[src/logic/amp_prot_pkg.sv]
package amp_prot_pkg;
  // ----------------------------------------
  // register offsets (byte subaddresses)
  // ----------------------------------------
  localparam logic [7:0] FAULT_STATUS_OFS  = 8'h02;
  localparam logic [7:0] FAULT_PIN_CFG_OFS = 8'h05;
  localparam logic [7:0] OUT_SHDN_CFG_OFS  = 8'h19;
  localparam logic [7:0] OUT_MUX_CFG_OFS   = 8'h25;
  localparam logic [7:0] ADDR_UNLOCK_OFS   = 8'hF8;
  localparam logic [7:0] NEW_ADDR_OFS      = 8'hF9;
  // ----------------------------------------
  // field positions and values
  // ----------------------------------------
  localparam int          STICKY_FAULT_BIT = 1;
  localparam int          PIN_OUT_EN_BIT   = 0;
  localparam logic [31:0] UNLOCK_PATTERN   = 32'hF9A5A5A5;
  localparam logic [6:0]  ADDR_PIN_HIGH    = 7'h1B; // 8-bit form 0x36
  localparam logic [6:0]  ADDR_PIN_LOW     = 7'h1A; // 8-bit form 0x34
  localparam logic [7:0]  SHDN_CFG_RESET   = 8'h00;
  localparam logic [31:0] MUX_CFG_RESET    = 32'h00000000;
  // ----------------------------------------
  // timing
  // ----------------------------------------
  localparam int CLK_HZ            = 25_000_000;
  localparam int LIMIT_CYCLES_MAX  = 8;  // limited switching cycles before latch
endpackage : amp_prot_pkg

[src/logic/prot_status_if.sv]
interface prot_status_if;
  logic       shutdown;
  logic [3:0] bridge_off;
  logic       any_fault;
  modport src (output shutdown, output bridge_off, output any_fault);
  modport dst (input shutdown, input bridge_off, input any_fault);
endinterface : prot_status_if

[src/logic/prot_core.sv]
// latching overcurrent shutdown core; thermal and undervoltage shutdown follow their inputs unlatched
module prot_core #(
  parameter int LIMIT_MAX = amp_prot_pkg::LIMIT_CYCLES_MAX
) (
  // clocking
  input  wire logic       ref_clk,
  input  wire logic       rst,
  input  wire logic       clk_en,
  // synchronised conditions
  input  wire logic [3:0] oc_det,
  input  wire logic       cycle_start,
  input  wire logic       parallel_bridge_select,
  input  wire logic       overtemp_error,
  input  wire logic       uv_any,
  input  wire logic       overvolt,
  input  wire logic       por_done,
  // results
  output logic [3:0]      limit_off,
  prot_status_if.src      st
);
  import amp_prot_pkg::*;

  logic       oc_latch, next_oc_latch;
  logic [7:0] olp_cnt, next_olp_cnt;
  logic       oc_seen, next_oc_seen;
  logic [3:0] next_limit_off;
  logic [3:0] paired;

  // ----------------------------------------
  // per-cycle limiting and overload count
  // ----------------------------------------
  always_comb begin
    paired = oc_det;
    if (parallel_bridge_select) begin
      paired = {{2{|oc_det[3:2]}}, {2{|oc_det[1:0]}}};
    end
    next_limit_off = paired;
    next_oc_seen   = oc_seen | (|oc_det);
    next_olp_cnt   = olp_cnt;
    next_oc_latch  = oc_latch;
    if (cycle_start) begin
      next_limit_off = 4'h0;                        // release at new cycle
      next_oc_seen   = |oc_det;
      if (oc_seen) begin
        if (olp_cnt < 8'(LIMIT_MAX)) next_olp_cnt = olp_cnt + 8'h01;
      end else begin
        next_olp_cnt = 8'h00;
      end
    end
    if (olp_cnt >= 8'(LIMIT_MAX)) next_oc_latch = 1'b1;
    // latch releases at a cycle start once the short is gone, or while power-on reset holds
    if (oc_latch && !(|oc_det) && cycle_start) begin
      next_oc_latch = 1'b0;
      next_olp_cnt  = 8'h00;
    end
    if (!por_done) begin
      next_olp_cnt  = 8'h00;
      next_oc_latch = 1'b0;
    end
  end

  // state registers
  always_ff @(posedge ref_clk) begin
    if (rst) begin
      oc_latch  <= 1'b0;
      olp_cnt   <= 8'h00;
      oc_seen   <= 1'b0;
      limit_off <= 4'h0;
    end else if (clk_en) begin
      oc_latch  <= next_oc_latch;
      olp_cnt   <= next_olp_cnt;
      oc_seen   <= next_oc_seen;
      limit_off <= next_limit_off;
    end
  end

  // whole stage goes hi-z on any shutdown source
  assign st.shutdown   = oc_latch | overtemp_error | uv_any | overvolt | !por_done;
  assign st.bridge_off = {4{st.shutdown}} | limit_off;
  assign st.any_fault  = oc_latch | overtemp_error | uv_any | overvolt;
endmodule : prot_core

[src/logic/amp_fault_protection_ctrl.sv]
// Contract
// - at power-up sample address pin: high gives 0x36, low gives 0x34
// - after unlock, low byte written to new_bus_address becomes the new address
// - parallel bridge select pairs A/B and C/D turnoff on overcurrent
// - current detector fire limits current that switching cycle only
// - persistent overcurrent latches hi-z shutdown until condition clears
// - latched overcurrent from any bridge shuts down all four half-bridges
// - over-temperature sets hi-z and fault pin low, recovers automatically
// - undervoltage on analog or stage supply sets hi-z, fault low
// - power-on reset clears overload counter, releases when supplies good
// - address pin becomes fault output only after bit0 of fault_pin_config set
// - fault pin low for any shutdown fault in output mode
// - sticky fault copy in bit1 of fault_status, cleared by host write
// - fault pin high in output mode while no fault present
module amp_fault_protection_ctrl (
  // clocking
  input  wire logic        ref_clk,
  input  wire logic        rst,
  input  wire logic        clk_en,
  // register access from the serial control engine
  input  wire logic        reg_wr,
  input  wire logic        reg_rd,
  input  wire logic [7:0]  reg_addr,
  input  wire logic [31:0] reg_wdata,
  output logic [31:0]      reg_rdata,
  output logic [6:0]       bus_address,
  // address / fault pin
  input  wire logic        addr_fault_in,
  output logic             addr_fault_out,
  output logic             addr_fault_oe,
  // power stage conditions
  input  wire logic        parallel_bridge_select,
  input  wire logic [3:0]  oc_det,
  input  wire logic        cycle_start,
  input  wire logic        overtemp_error,
  input  wire logic        analog_supply_uv,
  input  wire logic        stage_supply_uv,
  input  wire logic        overvolt,
  input  wire logic        stage_supply_good,
  input  wire logic        analog_supply_good,
  // power stage controls
  output logic [3:0]       bridge_hiz,
  output logic [7:0]       output_shutdown_cfg,
  output logic [31:0]      output_mux_cfg
);
  import amp_prot_pkg::*;

  // ----------------------------------------
  // pin synchronisers
  // ----------------------------------------
  localparam int NSYNC = 12;
  logic [NSYNC-1:0] raw_in, meta, synced;
  assign raw_in = {addr_fault_in, parallel_bridge_select, oc_det, cycle_start,
                   overtemp_error, analog_supply_uv, stage_supply_uv, overvolt,
                   stage_supply_good & analog_supply_good};

  // two stages per pin, generated for every asynchronous input
  genvar g;
  generate
    for (g = 0; g < NSYNC; g++) begin : g_sync
      always_ff @(posedge ref_clk) begin
        if (rst) begin
          meta[g]   <= 1'b0;
          synced[g] <= 1'b0;
        end else if (clk_en) begin
          meta[g]   <= raw_in[g];
          synced[g] <= meta[g];
        end
      end
    end
  endgenerate

  logic       s_pin, s_pbs, s_cyc, s_ote, s_auv, s_puv, s_ov, s_pgood;
  logic [3:0] s_oc;
  assign {s_pin, s_pbs, s_oc, s_cyc, s_ote, s_auv, s_puv, s_ov, s_pgood} = synced;

  // ----------------------------------------
  // protection core
  // ----------------------------------------
  prot_status_if st ();
  logic [3:0] limit_off;
  logic       por_done, next_por_done;

  prot_core u_core (
    .ref_clk                (ref_clk),
    .rst                    (rst),
    .clk_en                 (clk_en),
    .oc_det                 (s_oc),
    .cycle_start            (s_cyc),
    .parallel_bridge_select (s_pbs),
    .overtemp_error         (s_ote),
    .uv_any                 (s_auv | s_puv),
    .overvolt               (s_ov),
    .por_done               (por_done),
    .limit_off              (limit_off),
    .st                     (st.src)
  );

  // ----------------------------------------
  // address strap sequencer
  // ----------------------------------------
  // synchroniser needs two edges, so strap is taken on the third after reset
  typedef enum logic [1:0] {
    STRAP_FILL0 = 2'b00,
    STRAP_FILL1 = 2'b01,
    STRAP_TAKE  = 2'b10,
    STRAP_DONE  = 2'b11
  } strap_state_t;
  strap_state_t strap_state, next_strap_state;
  logic         strap_done;

  // one step per enabled edge, then parked until the next reset
  always_comb begin
    next_strap_state = strap_state;
    case (strap_state)
      STRAP_FILL0: next_strap_state = STRAP_FILL1;
      STRAP_FILL1: next_strap_state = STRAP_TAKE;
      STRAP_TAKE:  next_strap_state = STRAP_DONE;
      STRAP_DONE:  next_strap_state = STRAP_DONE;
      default:     next_strap_state = STRAP_FILL0;
    endcase
  end

  // strap state register
  always_ff @(posedge ref_clk) begin
    if (rst) begin
      strap_state <= STRAP_FILL0;
    end else if (clk_en) begin
      strap_state <= next_strap_state;
    end
  end

  // pin may only turn to an output after its strap level was taken
  assign strap_done = (strap_state == STRAP_DONE);

  // ----------------------------------------
  // register file and address change
  // ----------------------------------------
  logic [6:0]  next_bus_address;
  logic        unlocked, next_unlocked;
  logic        pin_out_en, next_pin_out_en;
  logic        sticky, next_sticky;
  logic [7:0]  next_shdn;
  logic [31:0] next_mux, next_rdata;

  function automatic logic hit(input logic [7:0] a, input logic [7:0] ofs);
    hit = (a == ofs);
  endfunction : hit

  always_comb begin
    next_bus_address = bus_address;
    next_unlocked    = unlocked;
    next_pin_out_en  = pin_out_en;
    next_sticky      = sticky;
    next_shdn        = output_shutdown_cfg;
    next_mux         = output_mux_cfg;
    next_rdata       = reg_rdata;
    next_por_done    = s_pgood;
    if (strap_state == STRAP_TAKE) begin
      next_bus_address = s_pin ? ADDR_PIN_HIGH : ADDR_PIN_LOW;
    end
    if (reg_wr) begin
      if (hit(reg_addr, ADDR_UNLOCK_OFS)) begin
        next_unlocked = (reg_wdata == UNLOCK_PATTERN);
      end
      if (hit(reg_addr, NEW_ADDR_OFS) && unlocked) begin
        next_bus_address = reg_wdata[7:1];
        next_unlocked    = 1'b0;
      end
      if (hit(reg_addr, FAULT_PIN_CFG_OFS)) begin
        next_pin_out_en = reg_wdata[PIN_OUT_EN_BIT];
      end
      if (hit(reg_addr, FAULT_STATUS_OFS)) begin
        next_sticky = 1'b0;
      end
      if (hit(reg_addr, OUT_SHDN_CFG_OFS)) next_shdn = reg_wdata[7:0];
      if (hit(reg_addr, OUT_MUX_CFG_OFS))  next_mux  = reg_wdata;
    end
    // a new fault in the clearing cycle still sets the bit
    if (st.any_fault) next_sticky = 1'b1;
    if (reg_rd) begin
      case (reg_addr)
        FAULT_STATUS_OFS:  next_rdata = {30'h0, sticky, 1'b0};
        FAULT_PIN_CFG_OFS: next_rdata = {31'h0, pin_out_en};
        OUT_SHDN_CFG_OFS:  next_rdata = {24'h0, output_shutdown_cfg};
        OUT_MUX_CFG_OFS:   next_rdata = output_mux_cfg;
        default:           next_rdata = 32'h0;  // write-only and unmapped read zero
      endcase
    end
  end

  // register stage only
  always_ff @(posedge ref_clk) begin
    if (rst) begin
      bus_address         <= ADDR_PIN_LOW;
      unlocked            <= 1'b0;
      pin_out_en          <= 1'b0;
      sticky              <= 1'b0;
      output_shutdown_cfg <= SHDN_CFG_RESET;
      output_mux_cfg      <= MUX_CFG_RESET;
      reg_rdata           <= 32'h0;
      por_done            <= 1'b0;
    end else if (clk_en) begin
      bus_address         <= next_bus_address;
      unlocked            <= next_unlocked;
      pin_out_en          <= next_pin_out_en;
      sticky              <= next_sticky;
      output_shutdown_cfg <= next_shdn;
      output_mux_cfg      <= next_mux;
      reg_rdata           <= next_rdata;
      por_done            <= next_por_done;
    end
  end

  // ----------------------------------------
  // pin and stage outputs
  // ----------------------------------------
  // pin stays an input until software enables output mode
  assign addr_fault_oe  = pin_out_en & strap_done;
  assign addr_fault_out = ~st.any_fault;
  assign bridge_hiz     = st.bridge_off;
endmodule : amp_fault_protection_ctrl

[config.mk]
export PLATFORM = sky130hd
export DESIGN_NAME = amp_fault_protection_ctrl
export DESIGN_NICKNAME = d
export VERILOG_FILES = /design/src/logic/amp_prot_pkg.sv /design/src/logic/prot_status_if.sv /design/src/logic/prot_core.sv /design/src/logic/amp_fault_protection_ctrl.sv
export SDC_FILE = /design/constraint.sdc
export NUM_CORES = 1
export LEC_CHECK = 0
export ABC_AREA = 1
export BUFFER_PORTS_ARGS = -buffer_cell sky130_fd_sc_hd__buf_4
export CORE_UTILIZATION = 47
export CTS_CLUSTER_DIAMETER = 60
export CTS_CLUSTER_SIZE = 16
export DETAILED_ROUTE_END_ITERATION = 8
export PLACE_DENSITY = 0.84
export SYNTH_ARGS = -nofsm -noshare
export SYNTH_HDL_FRONTEND = slang
export SYNTH_SLANG_ARGS = --single-unit
export TNS_END_PERCENT = 20
[constraint.sdc]
create_clock -name ref_clk -period 1.25 [get_ports ref_clk]
set_clock_uncertainty 0.15 [all_clocks]
set_input_delay 0.1875 -clock ref_clk [delete_from_list [all_inputs] [get_ports ref_clk]]
set_output_delay 0.1875 -clock ref_clk [all_outputs]
set_load 0.02 [all_outputs]
; Yosys cells after proc, flatten, opt, wreduce, memory -nomap -nowiden
; Index checks and enable logic that the tools add are counted.
[word_totals]
register_bits = 123
latchBits = 0
mem_bits_rw = 0
rom_bits = 0
input_bits = 58
output_inout_bits = 85
memories = 0
[op_classes]
n_addsub = 1
mul = 0
div = 0
magnitude_cmp = 2
n_eq_ne = 13
shifts = 0
n_mux = 22
n_bitwise = 10
reduce_logical = 21
[op_table]
columns = operator, count
row1 = $pmux 32 s4, 1
row2 = $mux 8, 5
row3 = $eq 32x32->1 const B, 1
row4 = $mux 7, 3
row5 = $reduce_and 3->1, 6
row6 = $eq 8x8->1 const B, 2
row7 = $mux 1, 10
row8 = $add 8x1->8 const B, 1
row9 = $eq 8x2->1 const B, 1
row10 = $eq 8x3->1 const B, 1
row11 = $eq 8x5->1 const B, 1
row12 = $eq 8x6->1 const B, 1
row13 = $ge 8x4->1 const B, 1
row14 = $lt 8x4->1 const B, 1
row15 = $mux 4, 2
row16 = $or 1x1->1, 6
row17 = $pmux 2 s3, 1
row18 = $reduce_bool 2->1, 3
row19 = $reduce_or 2->1, 3
row20 = $eq 2x2->1 const B, 2
row21 = $ne 4x4->1 const B, 1
row22 = $or 4x4->4, 1
row23 = $reduce_and 2->1, 2
row24 = $reduce_or 4->1, 1
row25 = other kinds (8), 12

; Longest topological paths before layout
[logic_depth]
ltp_word = 6
ltp_mapped = 10

; Cells and area by module
; From an unflattened synthesis, not the netlist that was laid out.
[hier_totals]
hier_cells = 703
area_unflattened_um2 = 5162.5
[modules_own_cells]
columns = mod, n_inst, cells_per_inst, area_per_inst_um2
row1 = amp_fault_protection_ctrl, 1, 590, 4372.9
row2 = prot_core, 1, 113, 789.5

; Worst setup path before layout
; OpenSTA, ideal clock, no wires.
[synth_timing]
path_kind = reg-to-reg
start = register synced[7] (netlist: s_oc[1])
end = register u_core.olp_cnt[1]
setup_time_ns = 0.132
t_arrival_ns = 1.079
setup_slack_ns = -0.111
stages_incl_launch_ff = 9
n_path_buf = 0
synth_period_minus_slack_ns = 1.361
path_cell_list = dfxtp_1 -> nor2_1 -> nand3_1 -> nand2_1 -> inv_1 -> nand2_1 -> nand2_1 -> nand2_1 -> a21oi_1
[synth_between]
elab_chain_cells = 6
word_cells_on_any_way = 9
cone_classes = eq/ne: 2 / mux: 2 / reduce/logical: 5
[synth_rtl]
columns = element, line_no
row1 = from (decl), amp_fault_protection_ctrl.sv:52  ; logic [NSYNC-1:0] raw_in, meta, synced;
row2 = "from (signal, indexed assignment)", amp_fault_protection_ctrl.sv:67  ; synced[g] <= meta[g];
row3 = $reduce_or 4->1 *, prot_core.sv:52  ; if (oc_latch && !(|oc_det) && cycle_start) begin
row4 = $logic_not 1->1 *, prot_core.sv:52
row5 = $logic_and 1x1->1 * (2 in a row), prot_core.sv:52
row6 = $ne 4x4->1 (no line) (tied with other cells), -
row7 = $reduce_and 3->1 (no line) or $mux 8 (tied branches), -
row8 = to (signal assigned), prot_core.sv:71  ; olp_cnt <= next_olp_cnt;
row9 = to (decl), prot_core.sv:24  ; logic [7:0] olp_cnt, next_olp_cnt;
; Every way passes the cells marked *; elsewhere a longest branch is shown, timed or not.
; A chain may end at the register's enable or synchronous reset.

; Worst setup path in the final report
[layout_timing]
start = register synced[3] (netlist: s_auv)
end = output port bridge_hiz[3]
[layout_between]
elab_chain_cells = 5
[layout_rtl]
columns = element, line_no
row1 = $or 1x1->1, amp_fault_protection_ctrl.sv:92  ; .uv_any (s_auv | s_puv),
row2 = $or 1x1->1 (3 in a row), prot_core.sv:78  ; assign st.shutdown = oc_latch | overtemp_error | uv_any | overvolt | !por_done;
row3 = $or 4x4->4, prot_core.sv:79  ; assign st.bridge_off = {4{st.shutdown}} | limit_off;
row4 = to (decl), amp_fault_protection_ctrl.sv:42  ; output logic [3:0] bridge_hiz,
; No other way between the ends.

==> impl_metrics.ini <==
[pwr]
peakVddDrop_mv = 1.009
p_per_area_nw_per_um2 = 1173
p_total_uw = 10040
cellLeakagePower_uw = 0.003564

[setup_path]
crit_arrival_ns = 1.55
crit_chain = nor3_2 -> nand2_2 -> nor2_4 -> nand2_2 -> buf_6
critPathSlowestCell = dfxtp_2
end_kind = output pin
slowest_delay_ns = 0.33
critPathMaxFanout = 4
worst-setup-path-type = reg -> out
cp-start-kind = register
required_ns = 0.91
crit_top_cell = nand2_2

[synth]
synth_top_cell_by_area = dfxtp_1
syn_area_per_cell_um2 = 7.317
synth_cells = 684
synth.distinct_cells = 28
yosys_warnings = 0
synthesis.area_um2 = 5005
ys_seq_area_frac = 0.4920
synth_seq_cells = 123
synth_top_area_frac = 0.4920
yosys-top-cells-area = dfxtp_1 (49%), nand2_1 (10%), a21oi_1 (9.4%)
syn_nets = 744

[clock_network]
htree_levels = 4
numCtsBuffers = 17
clock-sinks = 123
cts_tree = yes
max-clock-path-buffers = 2
clk_latency_ns = 0.54
clkTransAtPathRegs_ns = 0.06
clock-root-buffer = clkbuf_8

[sta]
hold_slack_ns = -0.01156
slew_headroom = 0.7712
post-route-period-util = 1.512
worst_slack_ns = -0.6400
fmax_ghz = 0.5291
slew_violations = 0
tightestPinTransition_ns = 0.3428
rsz0062_at_grt = true
setup_viol = 111
setup-tns-final_ns = -12.99
fin_crit_ns = 1.890
hold_viol_final = 1

[global_routing]
use_met3 = 0.08422
antenna_found_initial = 0
grt_use_total = 0.3532
grtUsageMet1 = 0.3797
gr-usage-met2 = 0.6133
grt_max_degree = 51
overflow = 0
grt_first_pass_wirelength_um = 30600
grt_pass1_vias = 6065
globalRoute.busiestLayer = met2

[layout]
final_common_cell = nand2_1
layout_common_cells = nand2_1 (111), buf_4 (102), a21oi_1 (91), buf_6 (89), dfxtp_2 (79)
drive_gt1_frac = 0.4481
utilization = 0.8290
area_growth_pct = 71.00
nets = 971
diodes = 0

[run]
max_cap_violations = 0

[hold_path]
min_path_type = in -> reg

[drt]
vias_per_cell = 6.017
post-route-drc-count = 0
drt-total-wl_um = 22040
wire_per_inst_um = 20.79
firstDrtPassIters = 6
drtIter0Drc = 999
final_antenna_net_count = 0
num_vias = 6378

[placement]
routabilityCongestion = 0.8562
portBuffers = 142
dpl.hpwl_um = 9515

[floorplanning]
die_h_um = 105.2
initial_core_util = 0.4848
num_rows = 37
coreArea_um2 = 10320
pin_count = 143
dieArea_um2 = 11060
die_w_um = 105.2

[status]
status = finished, violations left
violations = hold timing, setup timing
==> final cells by class <==
cell class	count	area (µm²)
flip-flops and latches	123	2618
multi-input cells	461	2467
repair buffers	248	2456
fillers	512	1765
clock buffers	19	441.7
inverters	60	264.0
well taps	136	170.2
clock inverters	13	141.4
==> sequential cells by signal, indices dropped and copies added (netlist names), 2 cells and up <==
signal               cells
output_mux_cfg          32
reg_rdata               32
meta                    12
output_shutdown_cfg      8
u_core.olp_cnt           8
bus_address              7
s_oc                     4
u_core.limit_off         4
strap_state              2
==> critical path, delay by kind of cell (launching register included) <==
kind,cells,cell delay (ns)
AND/OR/NAND/NOR,4,0.55
flip-flops,1,0.33
buffers and inverters,1,0.13
==> Yosys cell counts <==
| cell type | count |
|---|---|
| ha_1 | 2 |
| a21oi_1 | 94 |
| clkbuf_1 | 18 |
| nand4_2 | 1 |
| nand3_1 | 78 |
| a31oi_1 | 1 |
| nor2_2 | 3 |
| dfxtp_1 | 123 |
| o21ai_0 | 51 |
| o22ai_1 | 3 |
| inv_1 | 57 |
| nand3b_1 | 1 |
| nor2_1 | 66 |
| a211oi_1 | 1 |
| buf_4 | 4 |
| o21ai_1 | 3 |
| nand2_1 | 136 |
| nand3_2 | 1 |
| buf_2 | 12 |
| a21oi_2 | 1 |
| buf_6 | 3 |
| nor2_4 | 1 |
| buf_1 | 3 |
| nand2_2 | 2 |
| nand4_1 | 4 |
| or2_2 | 1 |
| nor3_1 | 11 |
| inv_2 | 3 |
==> path summary, 6_finish.rpt <==
| path | end | cells after the start | from | slack, ns |
|---|---|---|---|---|
| worst max-delay path | bridge_hiz[3] | 5 | s_auv | -0.64 |
| worst min-delay path | output_mux_cfg[21] | 3 | reg_wdata[21] | -0.01 |
| worst max register to register | u_core.olp_cnt[3] | 9 | u_core.olp_cnt[6] | -0.22 |
| worst min register to register | u_core.olp_cnt[4] | 2 | u_core.olp_cnt[4] | 0.31 |
==> metal layers <==
| layer | wire length, µm | part of all wire |
|---|---|---|
| met1 | 7568 | 0.34 |
| met2 | 10430 | 0.47 |
| met3 | 2230 | 0.10 |
| met4 | 1813 | 0.082 |
| met5 | 0 | 0 |
==> report_power, final <==
group / total, µW / switching (µW) / internal, µW
sequential: 4020 / 58.1 / 3960
clock: 4970 / 2020 / 2950
combinational: 1040 / 567 / 474
==> kinds of logic after synthesis <==
kind of cell | share of synthesized area
AOI/OAI and AO/OA | 0.1563
and+or+nand+nor | 0.2612
buffers and inverters | 0.08550
DFF | 0.4920
adders and majority gates | 0.004999
==> stage by stage <==
stage	setup slack, ns	instance area [µm²]	cells
2_1_floorplan	-0.01106	5080	684
3_3_place_gp	-0.2426	6491	966
3_5_place_dp	-0.2622	6491	966
4_1_cts	-0.6147	8202	1058
5_1_grt	-0.7126	8558	1060
6_report	-0.6400	8558	1060
==> what timing repair did <==
item                                    in CTS  in global routing
pin swaps                                   21                 31
gates resized for setup                    210                 89
endpoints found under the hold margin       86                  1
buffers inserted                            11                  7
endpoints found under the setup margin      97                145
gates cloned                                 0                  3
hold buffers                                49                  1
Power figures use the tool's default switching activity.
